`src/rtl/link_init_pkg.sv`:
```
// Constants, register map and state encodings for the host link initialisation machine
package link_init_pkg;

  // ----------------------------------------------------------------
  // Clock and timing
  // ----------------------------------------------------------------
  localparam int unsigned CLK_PERIOD_NS = 8;              // 125 MHz local clock
  localparam int unsigned ALIGN_TIMEOUT_NS = 873800;     // 873.8 us align wait
  localparam int unsigned ALIGN_TIMEOUT_CYCLES = ALIGN_TIMEOUT_NS / CLK_PERIOD_NS;
  localparam int unsigned RETRY_MS = 10;                 // Least recovery poll interval
  localparam int unsigned RETRY_CYCLES = (RETRY_MS * 1000000 + CLK_PERIOD_NS - 1) / CLK_PERIOD_NS;
  localparam int unsigned INVALID_MAX_NS = 53;           // Longest invalid signal at speed change
  localparam int unsigned INVALID_CYCLES = INVALID_MAX_NS / CLK_PERIOD_NS;
  localparam int unsigned CNT_W = 32;                    // State timer width

  // ----------------------------------------------------------------
  // Reset burst grouping and primitive recognition
  // ----------------------------------------------------------------
  localparam logic [2:0] BURST_GROUP = 3'h6;             // Reset bursts go out in sixes
  localparam logic [1:0] NON_ALIGN_NEEDED = 2'h3;        // Back-to-back non-align primitives
  localparam logic [7:0] K28_3 = 8'h7C;                  // Control character in byte 0

  // ----------------------------------------------------------------
  // Register map (byte addresses)
  // ----------------------------------------------------------------
  localparam logic [11:0] CTRL_ADDR = 12'h000;
  localparam logic [11:0] STATUS_ADDR = 12'h004;
  localparam int unsigned CTRL_RECOVERY_BIT = 0;         // Signal recovery supported
  localparam int unsigned CTRL_RESET_BIT = 1;            // Explicit reset request (level)
  localparam int unsigned CTRL_AUTO_SLUMBER_BIT = 2;     // Partial to deep power allowed
  localparam int unsigned CTRL_CAL_BYPASS_BIT = 3;       // Skip calibration
  localparam logic [3:0] CTRL_RESET_VAL = 4'h0;
  localparam int unsigned STAT_RESUME_BIT = 4;
  localparam int unsigned STAT_WAKE_SEEN_BIT = 5;
  localparam int unsigned STAT_READY_BIT = 6;
  localparam int unsigned STAT_DEV_RESET_BIT = 7;

  // ----------------------------------------------------------------
  // State encodings
  // ----------------------------------------------------------------
  typedef enum logic [3:0] {
    host_reset_state, await_init_burst, await_init_release, calibration_state,
    wake_transmit, await_wake, await_wake_release, await_align, speed_adjust,
    send_align, ready_state, partial_power_state, deep_power_state
  } host_state_e;

  typedef enum logic [1:0] {
    device_reset_state, device_init_send, device_run
  } dev_state_e;

endpackage

```
`src/rtl/host_phy_link_init_fsm.sv`:
```
// Host physical layer initialisation state machine with APB control and status
//
// The register offsets and the APB slave port were decided locally.
`timescale 1ns/100ps

module host_phy_link_init_fsm
  import link_init_pkg::*;
#(
  parameter int unsigned ALIGN_TIMEOUT = ALIGN_TIMEOUT_CYCLES,
  parameter int unsigned RETRY_INTERVAL = RETRY_CYCLES
)
(
  // Clock and reset
  input wire logic pclk,
  input wire logic presetn,
  // APB slave
  input wire logic psel,
  input wire logic penable,
  input wire logic pwrite,
  input wire logic [11:0] paddr,
  input wire logic [31:0] pwdata,
  output logic [31:0] prdata,
  output logic pready,
  output logic pslverr,
  // Out-of-band detectors (asynchronous)
  input wire logic cominit_det,
  input wire logic comwake_det,
  input wire logic comreset_det,
  input wire logic rx_signal_det,
  // Phy status, local clock
  input wire logic burst_done,
  input wire logic cal_done,
  input wire logic speed_done,
  input wire logic power_recovered,
  input wire logic tx_valid,
  input wire logic align_det,
  input wire logic prim_valid,
  input wire logic [7:0] rx_byte0,
  input wire logic rx_byte0_k,
  // Link layer
  input wire logic partial_req,
  input wire logic slumber_req,
  input wire logic [31:0] link_word,
  // Transmit controls
  output logic tx_comreset,
  output logic tx_comwake,
  output logic tx_d10_2,
  output logic tx_align,
  output logic tx_invalid,
  output logic tx_quiescent,
  output logic [31:0] tx_word,
  output logic cal_start,
  output logic speed_change,
  output logic phy_ready_indication,
  output logic device_init_pulse
);
  import link_init_pkg::*;

  // ----------------------------------------------------------------
  // Synchronisers for the asynchronous detectors
  // ----------------------------------------------------------------
  logic [3:0] sync1_q; // First stage, read only by second stage
  logic [3:0] sync2_q; // Safe to use
  logic cominit_s, comwake_s, comreset_s, rx_sig_s;

  // Two flops per detector
  always_ff @(posedge pclk or negedge presetn)
  begin
    if (!presetn)
    begin
      sync1_q <= 4'h0;
      sync2_q <= 4'h0;
    end
    else
    begin
      sync1_q <= {rx_signal_det, comreset_det, comwake_det, cominit_det};
      sync2_q <= sync1_q;
    end
  end
  assign cominit_s = sync2_q[0];
  assign comwake_s = sync2_q[1];
  assign comreset_s = sync2_q[2];
  assign rx_sig_s = sync2_q[3];

  // ----------------------------------------------------------------
  // APB registers
  // ----------------------------------------------------------------
  logic [3:0] ctrl_q, ctrl_d; // Control bits
  logic pready_q, pready_d;
  logic pslverr_q, pslverr_d;
  logic [31:0] prdata_q, prdata_d;
  logic [31:0] status_w; // Live status word
  logic rec_en, reset_req, auto_slumber, cal_bypass;
  logic hit_ctrl, hit_status;

  assign rec_en = ctrl_q[CTRL_RECOVERY_BIT];
  assign reset_req = ctrl_q[CTRL_RESET_BIT];
  assign auto_slumber = ctrl_q[CTRL_AUTO_SLUMBER_BIT];
  assign cal_bypass = ctrl_q[CTRL_CAL_BYPASS_BIT];
  assign hit_ctrl = (paddr == CTRL_ADDR);
  assign hit_status = (paddr == STATUS_ADDR);

  // One wait state: pready rises in the second access cycle
  always_comb
  begin
    ctrl_d = ctrl_q;
    pready_d = psel && penable && !pready_q;
    pslverr_d = 1'b0;
    prdata_d = prdata_q;
    if (pready_d)
    begin
      pslverr_d = !(hit_ctrl || hit_status); // Unmapped address
      prdata_d = 32'h0000_0000;
      if (!pwrite && hit_ctrl)
        prdata_d = {28'h000_0000, ctrl_q};
      else if (!pwrite && hit_status)
        prdata_d = status_w;
    end
    if (psel && penable && pready_q && pwrite && hit_ctrl)
      ctrl_d = pwdata[3:0];
  end

  // Bus registers
  always_ff @(posedge pclk or negedge presetn)
  begin
    if (!presetn)
    begin
      ctrl_q <= CTRL_RESET_VAL;
      pready_q <= 1'b0;
      pslverr_q <= 1'b0;
      prdata_q <= 32'h0000_0000;
    end
    else
    begin
      ctrl_q <= ctrl_d;
      pready_q <= pready_d;
      pslverr_q <= pslverr_d;
      prdata_q <= prdata_d;
    end
  end
  assign pready = pready_q;
  assign pslverr = pslverr_q;
  assign prdata = prdata_q;

  // ----------------------------------------------------------------
  // Host state machine
  // ----------------------------------------------------------------
  host_state_e st_q, st_d;
  logic [CNT_W-1:0] cnt_q, cnt_d; // Cycles since state entry
  logic [2:0] burst_q, burst_d; // Bursts within the current group of six
  logic group_done_q, group_done_d; // At least one full group sent
  logic [1:0] nonalign_q, nonalign_d; // Consecutive non-align primitives
  logic resume_q, resume_d; // Resume pending
  logic wake_seen_q, wake_seen_d; // COMWAKE during a power state
  logic retry_hit, align_timeout, solicited, nonalign_prim, power_st;

  assign retry_hit = rec_en && (cnt_q >= CNT_W'(RETRY_INTERVAL - 1));
  assign align_timeout = (cnt_q >= CNT_W'(ALIGN_TIMEOUT - 1));
  // Only the init-wait states expect a COMINIT
  assign solicited = (st_q == await_init_burst) || (st_q == await_init_release);
  assign nonalign_prim = prim_valid && rx_byte0_k && (rx_byte0 == K28_3);
  assign power_st = (st_q == partial_power_state) || (st_q == deep_power_state);

  // Next state
  always_comb
  begin
    st_d = st_q;
    unique case (st_q)
      host_reset_state:
        if (!reset_req && group_done_q && (burst_q == 3'h0))
          st_d = await_init_burst;
      await_init_burst:
        if (cominit_s)
          st_d = await_init_release;
        else if (retry_hit)
          st_d = host_reset_state;
      await_init_release:
        if (!cominit_s)
          st_d = calibration_state;
      calibration_state:
        if (cal_done || cal_bypass)
          st_d = wake_transmit;
      wake_transmit:
        st_d = comwake_s ? await_wake_release : await_wake;
      await_wake:
        if (comwake_s)
          st_d = await_wake_release;
        else if (retry_hit)
          st_d = resume_q ? wake_transmit : host_reset_state;
      await_wake_release:
        if (!comwake_s)
          st_d = await_align;
      await_align:
        if (align_det)
          st_d = speed_adjust;
        else if (align_timeout)
          st_d = host_reset_state;
      speed_adjust:
        if (speed_done && cnt_q >= CNT_W'(INVALID_CYCLES))
          st_d = send_align;
      send_align:
        if (nonalign_prim && nonalign_q == NON_ALIGN_NEEDED - 2'h1)
          st_d = ready_state;
      ready_state:
        if (partial_req)
          st_d = partial_power_state;
        else if (slumber_req)
          st_d = deep_power_state;
        else if (retry_hit && !rx_sig_s)
          st_d = host_reset_state;
      partial_power_state:
        if (!partial_req && power_recovered)
          st_d = (wake_seen_q || comwake_s) ? await_wake_release : wake_transmit;
        else if (slumber_req && auto_slumber)
          st_d = deep_power_state;
      deep_power_state:
        if (!slumber_req && power_recovered)
          st_d = (wake_seen_q || comwake_s) ? await_wake_release : wake_transmit;
    endcase
    // COMINIT reaches every state outside reset
    if (cominit_s && st_q != host_reset_state)
    begin
      if (rec_en && !solicited)
        st_d = host_reset_state;
      else
        st_d = await_init_release;
    end
    if (reset_req)
      st_d = host_reset_state;
  end

  // Timers, counters and flags
  always_comb
  begin
    cnt_d = (st_d != st_q) ? '0 : cnt_q + ((&cnt_q) ? CNT_W'(0) : CNT_W'(1));
    burst_d = burst_q;
    group_done_d = group_done_q;
    if (st_q == host_reset_state && burst_done)
    begin
      // Whole groups of six only
      burst_d = (burst_q == BURST_GROUP - 3'h1) ? 3'h0 : burst_q + 3'h1;
      if (burst_q == BURST_GROUP - 3'h1)
        group_done_d = 1'b1;
    end
    if (st_q != host_reset_state)
    begin
      burst_d = 3'h0;
      group_done_d = 1'b0;
    end
    nonalign_d = 2'h0;
    if (st_q == send_align)
    begin
      if (nonalign_prim)
        nonalign_d = (nonalign_q == NON_ALIGN_NEEDED) ? nonalign_q : nonalign_q + 2'h1;
      else if (!prim_valid)
        nonalign_d = nonalign_q;
    end
    resume_d = resume_q;
    if (rec_en && st_d == host_reset_state)
      resume_d = 1'b0;
    if (rec_en && (st_d == partial_power_state || st_d == deep_power_state))
      resume_d = 1'b1;
    wake_seen_d = wake_seen_q;
    if (!power_st && (st_d == partial_power_state || st_d == deep_power_state))
      wake_seen_d = 1'b0;
    if (power_st && comwake_s)
      wake_seen_d = 1'b1;
  end

  // Host state registers
  always_ff @(posedge pclk or negedge presetn)
  begin
    if (!presetn)
    begin
      st_q <= host_reset_state;
      cnt_q <= '0;
      burst_q <= 3'h0;
      group_done_q <= 1'b0;
      nonalign_q <= 2'h0;
      resume_q <= 1'b0;
      wake_seen_q <= 1'b0;
    end
    else
    begin
      st_q <= st_d;
      cnt_q <= cnt_d;
      burst_q <= burst_d;
      group_done_q <= group_done_d;
      nonalign_q <= nonalign_d;
      resume_q <= resume_d;
      wake_seen_q <= wake_seen_d;
    end
  end

  // ----------------------------------------------------------------
  // Device side reset entry
  // ----------------------------------------------------------------
  dev_state_e dst_q, dst_d;

  // COMRESET acts as a hard reset of the device machine
  always_comb
  begin
    dst_d = dst_q;
    unique case (dst_q)
      device_reset_state:
        if (!comreset_s)
          dst_d = device_init_send;
      device_init_send:
        dst_d = device_run;
      device_run:
        dst_d = device_run;
      default:
        dst_d = device_reset_state;
    endcase
    if (comreset_s)
      dst_d = device_reset_state;
  end

  // Device state register; power-on reset is presetn
  always_ff @(posedge pclk or negedge presetn)
  begin
    if (!presetn)
      dst_q <= device_reset_state;
    else
      dst_q <= dst_d;
  end

  // ----------------------------------------------------------------
  // Registered outputs, decoded from the next state
  // ----------------------------------------------------------------
  logic [9:0] out_q, out_d;
  logic [31:0] tx_word_q, tx_word_d;

  assign status_w = {24'h00_0000, dst_q == device_reset_state, phy_ready_indication,
                     wake_seen_q, resume_q, st_q};

  // Outputs line up with the state register, no decode lag
  always_comb
  begin
    out_d = 10'h000;
    out_d[0] = (st_d == host_reset_state);
    out_d[1] = (st_d == wake_transmit);
    out_d[2] = (st_d == await_align);
    out_d[3] = (st_d == send_align);
    out_d[4] = (st_d == speed_adjust) && (cnt_d < CNT_W'(INVALID_CYCLES));
    out_d[5] = (st_d == await_init_burst) || (st_d == await_init_release) ||
               (st_d == await_wake) || (st_d == await_wake_release) ||
               (st_d == partial_power_state) || (st_d == deep_power_state);
    out_d[6] = (st_d == calibration_state) && !cal_bypass;
    out_d[7] = (st_d == speed_adjust);
    out_d[8] = (st_d == ready_state) && rx_sig_s && tx_valid;
    out_d[9] = (dst_d == device_init_send) && (dst_q != device_init_send);
    tx_word_d = (st_d == ready_state) ? link_word : 32'h0000_0000;
  end

  // Output flops
  always_ff @(posedge pclk or negedge presetn)
  begin
    if (!presetn)
    begin
      out_q <= 10'h001;
      tx_word_q <= 32'h0000_0000;
    end
    else
    begin
      out_q <= out_d;
      tx_word_q <= tx_word_d;
    end
  end
  assign tx_comreset = out_q[0];
  assign tx_comwake = out_q[1];
  assign tx_d10_2 = out_q[2];
  assign tx_align = out_q[3];
  assign tx_invalid = out_q[4];
  assign tx_quiescent = out_q[5];
  assign cal_start = out_q[6];
  assign speed_change = out_q[7];
  assign phy_ready_indication = out_q[8];
  assign device_init_pulse = out_q[9];
  assign tx_word = tx_word_q;

endmodule

```
`config.mk`:
```
export PLATFORM = sky130hd
export DESIGN_NAME = host_phy_link_init_fsm
export DESIGN_NICKNAME = d
export VERILOG_FILES = /design/src/rtl/link_init_pkg.sv /design/src/rtl/host_phy_link_init_fsm.sv
export SDC_FILE = /design/constraint.sdc
export NUM_CORES = 1
export LEC_CHECK = 0
export BUFFER_PORTS_ARGS = -buffer_cell sky130_fd_sc_hd__buf_2
export CAP_MARGIN = 20
export CORE_MARGIN = 2
export CORE_UTILIZATION = 57
export CTS_BUF_LIST = sky130_fd_sc_hd__clkbuf_16
export CTS_CLUSTER_SIZE = 16
export DETAILED_ROUTE_END_ITERATION = 16
export PLACE_DENSITY_LB_ADDON = 0.12
export SKIP_CTS_REPAIR_TIMING = 1
export SYNTH_ARGS = -nofsm -noshare
export SYNTH_HDL_FRONTEND = slang
export SYNTH_SLANG_ARGS = --single-unit
```
`constraint.sdc`:
```
create_clock -name pclk -period 7.9 [get_ports pclk]
set_clock_uncertainty 0.1 [all_clocks]
set_input_delay 0.79 -clock pclk [delete_from_list [all_inputs] [get_ports pclk]]
set_output_delay 0.79 -clock pclk [all_outputs]
set_load 0.005 [all_outputs]
```
==> Word level (Yosys, flattened, before mapping) <==
Cells that the tools add are included.
{ "totals": {"reg_bits": 134, "input_bits": 103, "out_inout_bits": 76, "wordCells": 171} }
{ "op_classes": {"n_addsub": 3, "n_lt_le_gt_ge": 4, "eq_ne": 36, "mux": 47, "n_reduce_logical": 65} }
{ "ops": {"columns": ["cell", "n"], "rows": [
  ["4-bit 2-to-1 mux", 20],
  ["32-bit 2-to-1 mux", 2],
  ["4-bit case mux with 13 select lines", 1],
  ["4-bit == test, second input constant", 10],
  ["32-bit by 1-bit adder with 32-bit output", 1],
  ["4-bit by 3-bit == test with 1-bit output, second input constant", 8],
  ["32-bit by 17-bit greater-or-equal comparator with 1-bit output, second input constant", 1],
  ["32-bit by 21-bit greater-or-equal comparator with 1-bit output, second input constant", 1],
  ["32-bit by 3-bit greater-or-equal comparator with 1-bit output, second input constant", 1],
  ["32-bit by 3-bit less-than comparator with 1-bit output, second input constant", 1],
  ["32-bit AND reduction", 1],
  ["1-bit logical AND", 30],
  ["4-bit by 2-bit == test with 1-bit output, second input constant", 4],
  ["2-bit 2-to-1 mux", 8],
  ["8-bit 2-to-1 mux", 2],
  ["12-bit by 3-bit == test with 1-bit output, second input constant", 1],
  ["12-bit logical NOT", 1],
  ["3-bit 2-to-1 mux", 4],
  ["1-bit logical OR", 11],
  ["1-bit logical NOT", 10],
  ["1-bit 2-to-1 mux", 9],
  ["4-bit by 1-bit == test with 1-bit output, second input constant", 2],
  ["8-bit by 7-bit == test with 1-bit output, second input constant", 1],
  ["4-bit logical NOT", 2],
  ["15 further kinds", 23]
]} }

==> Depth between registers and ports, before layout <==
{ "depth": {"ltp_word": 15, "depth_mapped": 16, "ltp_nobuf": 14} }

==> Least setup slack after synthesis <==
No wires, ideal clock.
{ "synth_path": {"path_type": "register to register", "start": "register cnt_q[18]", "end": "register out_q[4]", "t_arrival_ns": 3.992, "slack_ns": 3.743, "stages_incl_launch_ff": 16, "n_path_buf": 1, "synth_period_minus_slack_ns": 4.157, "path_cell_list": "dfrtp_1 -> clkbuf_1 -> nand3_1 -> nor4_1 -> nand4_1 -> or4b_2 -> ha_1 -> ha_1 -> nand3_1 -> nor2_1 -> mux2_2 -> nor3_1 -> o21ai_0 -> or4_1 -> nor3_1 -> o21a_1"} }
{ "synth_via": {"elab_chain_len": 13, "elab_cells_between_ends": 27} }
{ "synth_rtl": {"columns": ["item", "line", "source"], "rows": [
  ["from (decl)", "host_phy_link_init_fsm.sv:149", "logic [CNT_W-1:0] cnt_q, cnt_d;"],
  ["from (signal assigned)", "host_phy_link_init_fsm.sv:286", "cnt_q <= cnt_d;"],
  ["32-bit by 21-bit greater-or-equal comparator with 1-bit output", "host_phy_link_init_fsm.sv:157", "assign retry_hit = rec_en && (cnt_q >= CNT_W'(RETRY_INTERVAL - 1));"],
  ["1-bit logical AND", "host_phy_link_init_fsm.sv:157", null],
  ["1-bit logical AND", "host_phy_link_init_fsm.sv:209", "else if (retry_hit && !rx_sig_s)"],
  ["4-bit 2-to-1 mux", "host_phy_link_init_fsm.sv:209", null],
  ["4-bit 2-to-1 mux", "host_phy_link_init_fsm.sv:207", "else if (slumber_req)"],
  ["4-bit 2-to-1 mux", "host_phy_link_init_fsm.sv:205", "if (partial_req)"],
  ["4-bit case mux with 13 select lines", "host_phy_link_init_fsm.sv:168", "unique case (st_q)"],
  ["4-bit 2-to-1 mux", "host_phy_link_init_fsm.sv:221", "if (cominit_s && st_q != host_reset_state)"],
  ["4-bit 2-to-1 mux", "host_phy_link_init_fsm.sv:228", "if (reset_req)"],
  ["4-bit != test", "host_phy_link_init_fsm.sv:235", "cnt_d = (st_d != st_q) ? '0 : cnt_q + ((&cnt_q) ? CNT_W'(0) : CNT_W'(1));"],
  ["32-bit 2-to-1 mux", "host_phy_link_init_fsm.sv:235", null],
  ["32-bit by 3-bit less-than comparator with 1-bit output", "host_phy_link_init_fsm.sv:345", "out_d[4] = (st_d == speed_adjust) && (cnt_d < CNT_W'(INVALID_CYCLES));"],
  ["1-bit logical AND *", "host_phy_link_init_fsm.sv:345", null],
  ["net out_d[4]", "host_phy_link_init_fsm.sv:331", "logic [9:0] out_q, out_d;"],
  ["to (signal assigned)", "host_phy_link_init_fsm.sv:366", "out_q <= out_d;"],
  ["to (decl)", "host_phy_link_init_fsm.sv:331", null]
]} }
The timed path passes the listed nets; every way through them passes the cells marked *.
A chain may end at the register's enable or synchronous reset.

==> Final worst setup path <==
Ends and elaborated chain as after synthesis.

==> results.toml <==
[floorplan]
die_area_sq_um = 11590
die_w_microns = 107.7
fp.dieH_microns = 107.7
num_rows = 37
core-area_sq_um = 10370
start_util_pct = 59.06
ios = 179

[cells_and_area]
layout_commonest_cell = "buf_2"
drive_gt1_share_pct = 23.74
layout.nets = 841
n_antenna_cell = 0
mostFrequentLayoutCells = "125 x buf_2, 109 x dfrtp_1, 61 x nor2_1"
area_delta_synth_final_pct = 13.32
layoutNonFillerInstCount = 873

[job]
maxCapViolations = 0

[cts]
clock_sinks = 110
cts_root_buffer = "clkbuf_16"
cts_tree = "built"
numCtsBuffers = 9
clk_pin_slew_ns = 0.07
ctsHtreeMaxLevel = 3
insertion_delay_ns = 0.35
cts_buffer_depth = 2

[critical_path]
critPathKind = "flop to flop"
critPathLaunchType = "flop"
worst-path-max-fanout = 12
endpoint_kind = "flop"
crit_arrival_ns = 4.97
cp.required_ns = 8.09

[sta]
setup_viol = 0
finalCriticalPeriod_ns = 4.773
finalCritPeriodShare_pct = 60.42
fmax_mhz = 209.5
hold_violations = 0
whs_ns = 0.2535
slew_violations = 0
tns_ns = 0
worstMarginPinSlew_ns = 0.7962
rsz0062_at_grt = "false"
slew_headroom_pct = 46.52

[synth]
yosysWarnings = 0
synth_flop_cell = "dfrtp_1"
yosys_register_bits = 110
netlist_area_sq_um = 6125
syn_avg_cell_area_sq_um = 9.691
syn_inst = 632
synthArstFlopShare_pct = 100.0
synth_edf_count = 0
ys_seq_area_share_pct = 44.96
yosysUniqueCellTypes = 76

[place]
place_congestion = 0.9406
port-buffer-count = 126
dp_hpwl_mm = 9.881
dp_cells = 857

[worst_hold_path]
hp-class = "flop to flop"

[routing]
num_vias = 4968
routed_wl_mm = 13.66
drt_iter0_drc = 254
antenna_left = 0
drc = 0
avgViaCountPerCell = 5.691
wl_per_cell_microns = 15.65
drtPass1Iterations = 5

[power]
peakVddDrop_v = 0.0001759
leakagePower_nw = 3.378
power_density_nw_per_um2 = 261.4
p_total_mw = 1.814

[global_routing]
grt_pass1_vias = 4778
gr-usage-all-layers_pct = 24.53
antenna_found_initial = 0
grt_pass1_wl_mm = 22.60
gr-total-overflow = 0
grt_max_degree = 59

[status]
status = "complete, no violations"
[metal layers]
layer	up-vias	wire length, microns	GRT usage (%)
met5	-	0	0
li1	2380	-	-
met4	0	131	7.234
met3	12	1109	6.053
met2	204	6537	39.62
met1	2372	5885	32.87
[per-stage QoR]
stage | util, % | setup WS, ns | instance area (sq um)
2_1_floorplan | - | 3.743 | 6211
3_3_place_gp | 63.98 | 3.175 | 6635
3_5_place_dp | 63.98 | 3.149 | 6635
4_1_cts | 66.93 | 3.132 | 6940
5_1_grt | 66.93 | 2.843 | 6940
6_report | 66.93 | 3.127 | 6940
[final cells by class]
cell class / count / area [sq um]
Fill cell: 879 / 3430
Multi-Input combinational cell: 458 / 2969
Sequential cell: 110 / 2754
Timing Repair Buffer: 128 / 648.1
Clock buffer: 9 / 225.2
Tap cell: 136 / 170.2
Inverter: 25 / 93.84
Clock inverter: 7 / 80.08
[cell families (layout without fill, tap and decap cells)]
group / Yosys count / in the layout / synth area share [%]
adder cells (fa/ha/maj): 6 / 6 / 1.226
AND/OR/NAND/NOR: 285 / 285 / 26.82
other: 1 / 24 / 0.06123
flip-flops: 110 / 110 / 44.96
XOR/XNOR: 31 / 31 / 4.433
AO/OA/AOI/OAI: 99 / 99 / 12.20
buffers and inverters: 87 / 169 / 7.967
multiplexers: 13 / 13 / 2.329
[worst paths after layout]
kind,startpoint,endpoint,slack [ns],cells after the start
worst max-delay path,cnt_q[18],out_q[4],3.13,14
worst min-delay path,sync1_q[1],sync2_q[1],0.25,0
worst max register to register,cnt_q[18],out_q[4],3.13,14
worst min register to register,sync1_q[1],sync2_q[1],0.25,0
max in group asynchronous,presetn,dst_q[1],6.18,2
min in group asynchronous,presetn,cnt_q[6],0.39,1
[power by group]
group,total (mW),internal [mW],switching [mW],leakage (nW)
combinational,0.643,0.267,0.376,1.73
sequential,0.709,0.627,0.0812,1.49
clock,0.462,0.251,0.211,0.150
total,1.81,1.15,0.668,3.38
[sequential cells by signal, indices dropped and copies added, names as in the netlist, 4 cells and up]
register / count
tx_word: 32
prdata: 8
sync2_q: 4
sync1_q: 4
ctrl_q: 4
out_q: 10
cnt_q: 32
st_q: 4
[synth_stat cells (all sizes together), types with 5 or more instances]
cell type | number | area [sq um]
a211oi | 5 | 37.54
a21oi | 15 | 86.34
and2 | 34 | 212.7
and3 | 9 | 56.30
buf | 55 | 367.9
clkbuf | 7 | 26.28
dfrtp | 109 | 2728
ha | 6 | 75.07
inv | 25 | 93.84
mux2 | 7 | 82.57
mux2i | 6 | 60.06
nand2 | 37 | 138.9
nand2b | 9 | 56.30
nand3 | 26 | 130.1
nand3b | 5 | 53.80
nand4 | 22 | 150.1
nor2 | 63 | 246.5
nor2b | 13 | 81.33
nor3 | 21 | 105.1
nor3b | 9 | 67.56
nor4 | 17 | 148.9
o211ai | 5 | 37.54
o21a | 6 | 46.30
o21ai | 18 | 90.09
o22ai | 5 | 31.28
xnor2 | 16 | 140.1
xor2 | 15 | 131.4
[worst max-delay path, stage by stage, from the launching register on]
cell	delay, ns
dfrtp_1	0.57
nand3_1	0.20
nor4_1	0.58
nand4_1	0.19
or4b_2	0.71
ha_1	0.26
ha_1	0.26
nand3_1	0.36
nor2_1	0.13
mux2_2	0.29
nor3_1	0.15
o21ai_0	0.11
or4_1	0.43
nor3_1	0.22
o21a_1	0.15
No activity file was read; power rests on OpenSTA's default activity.
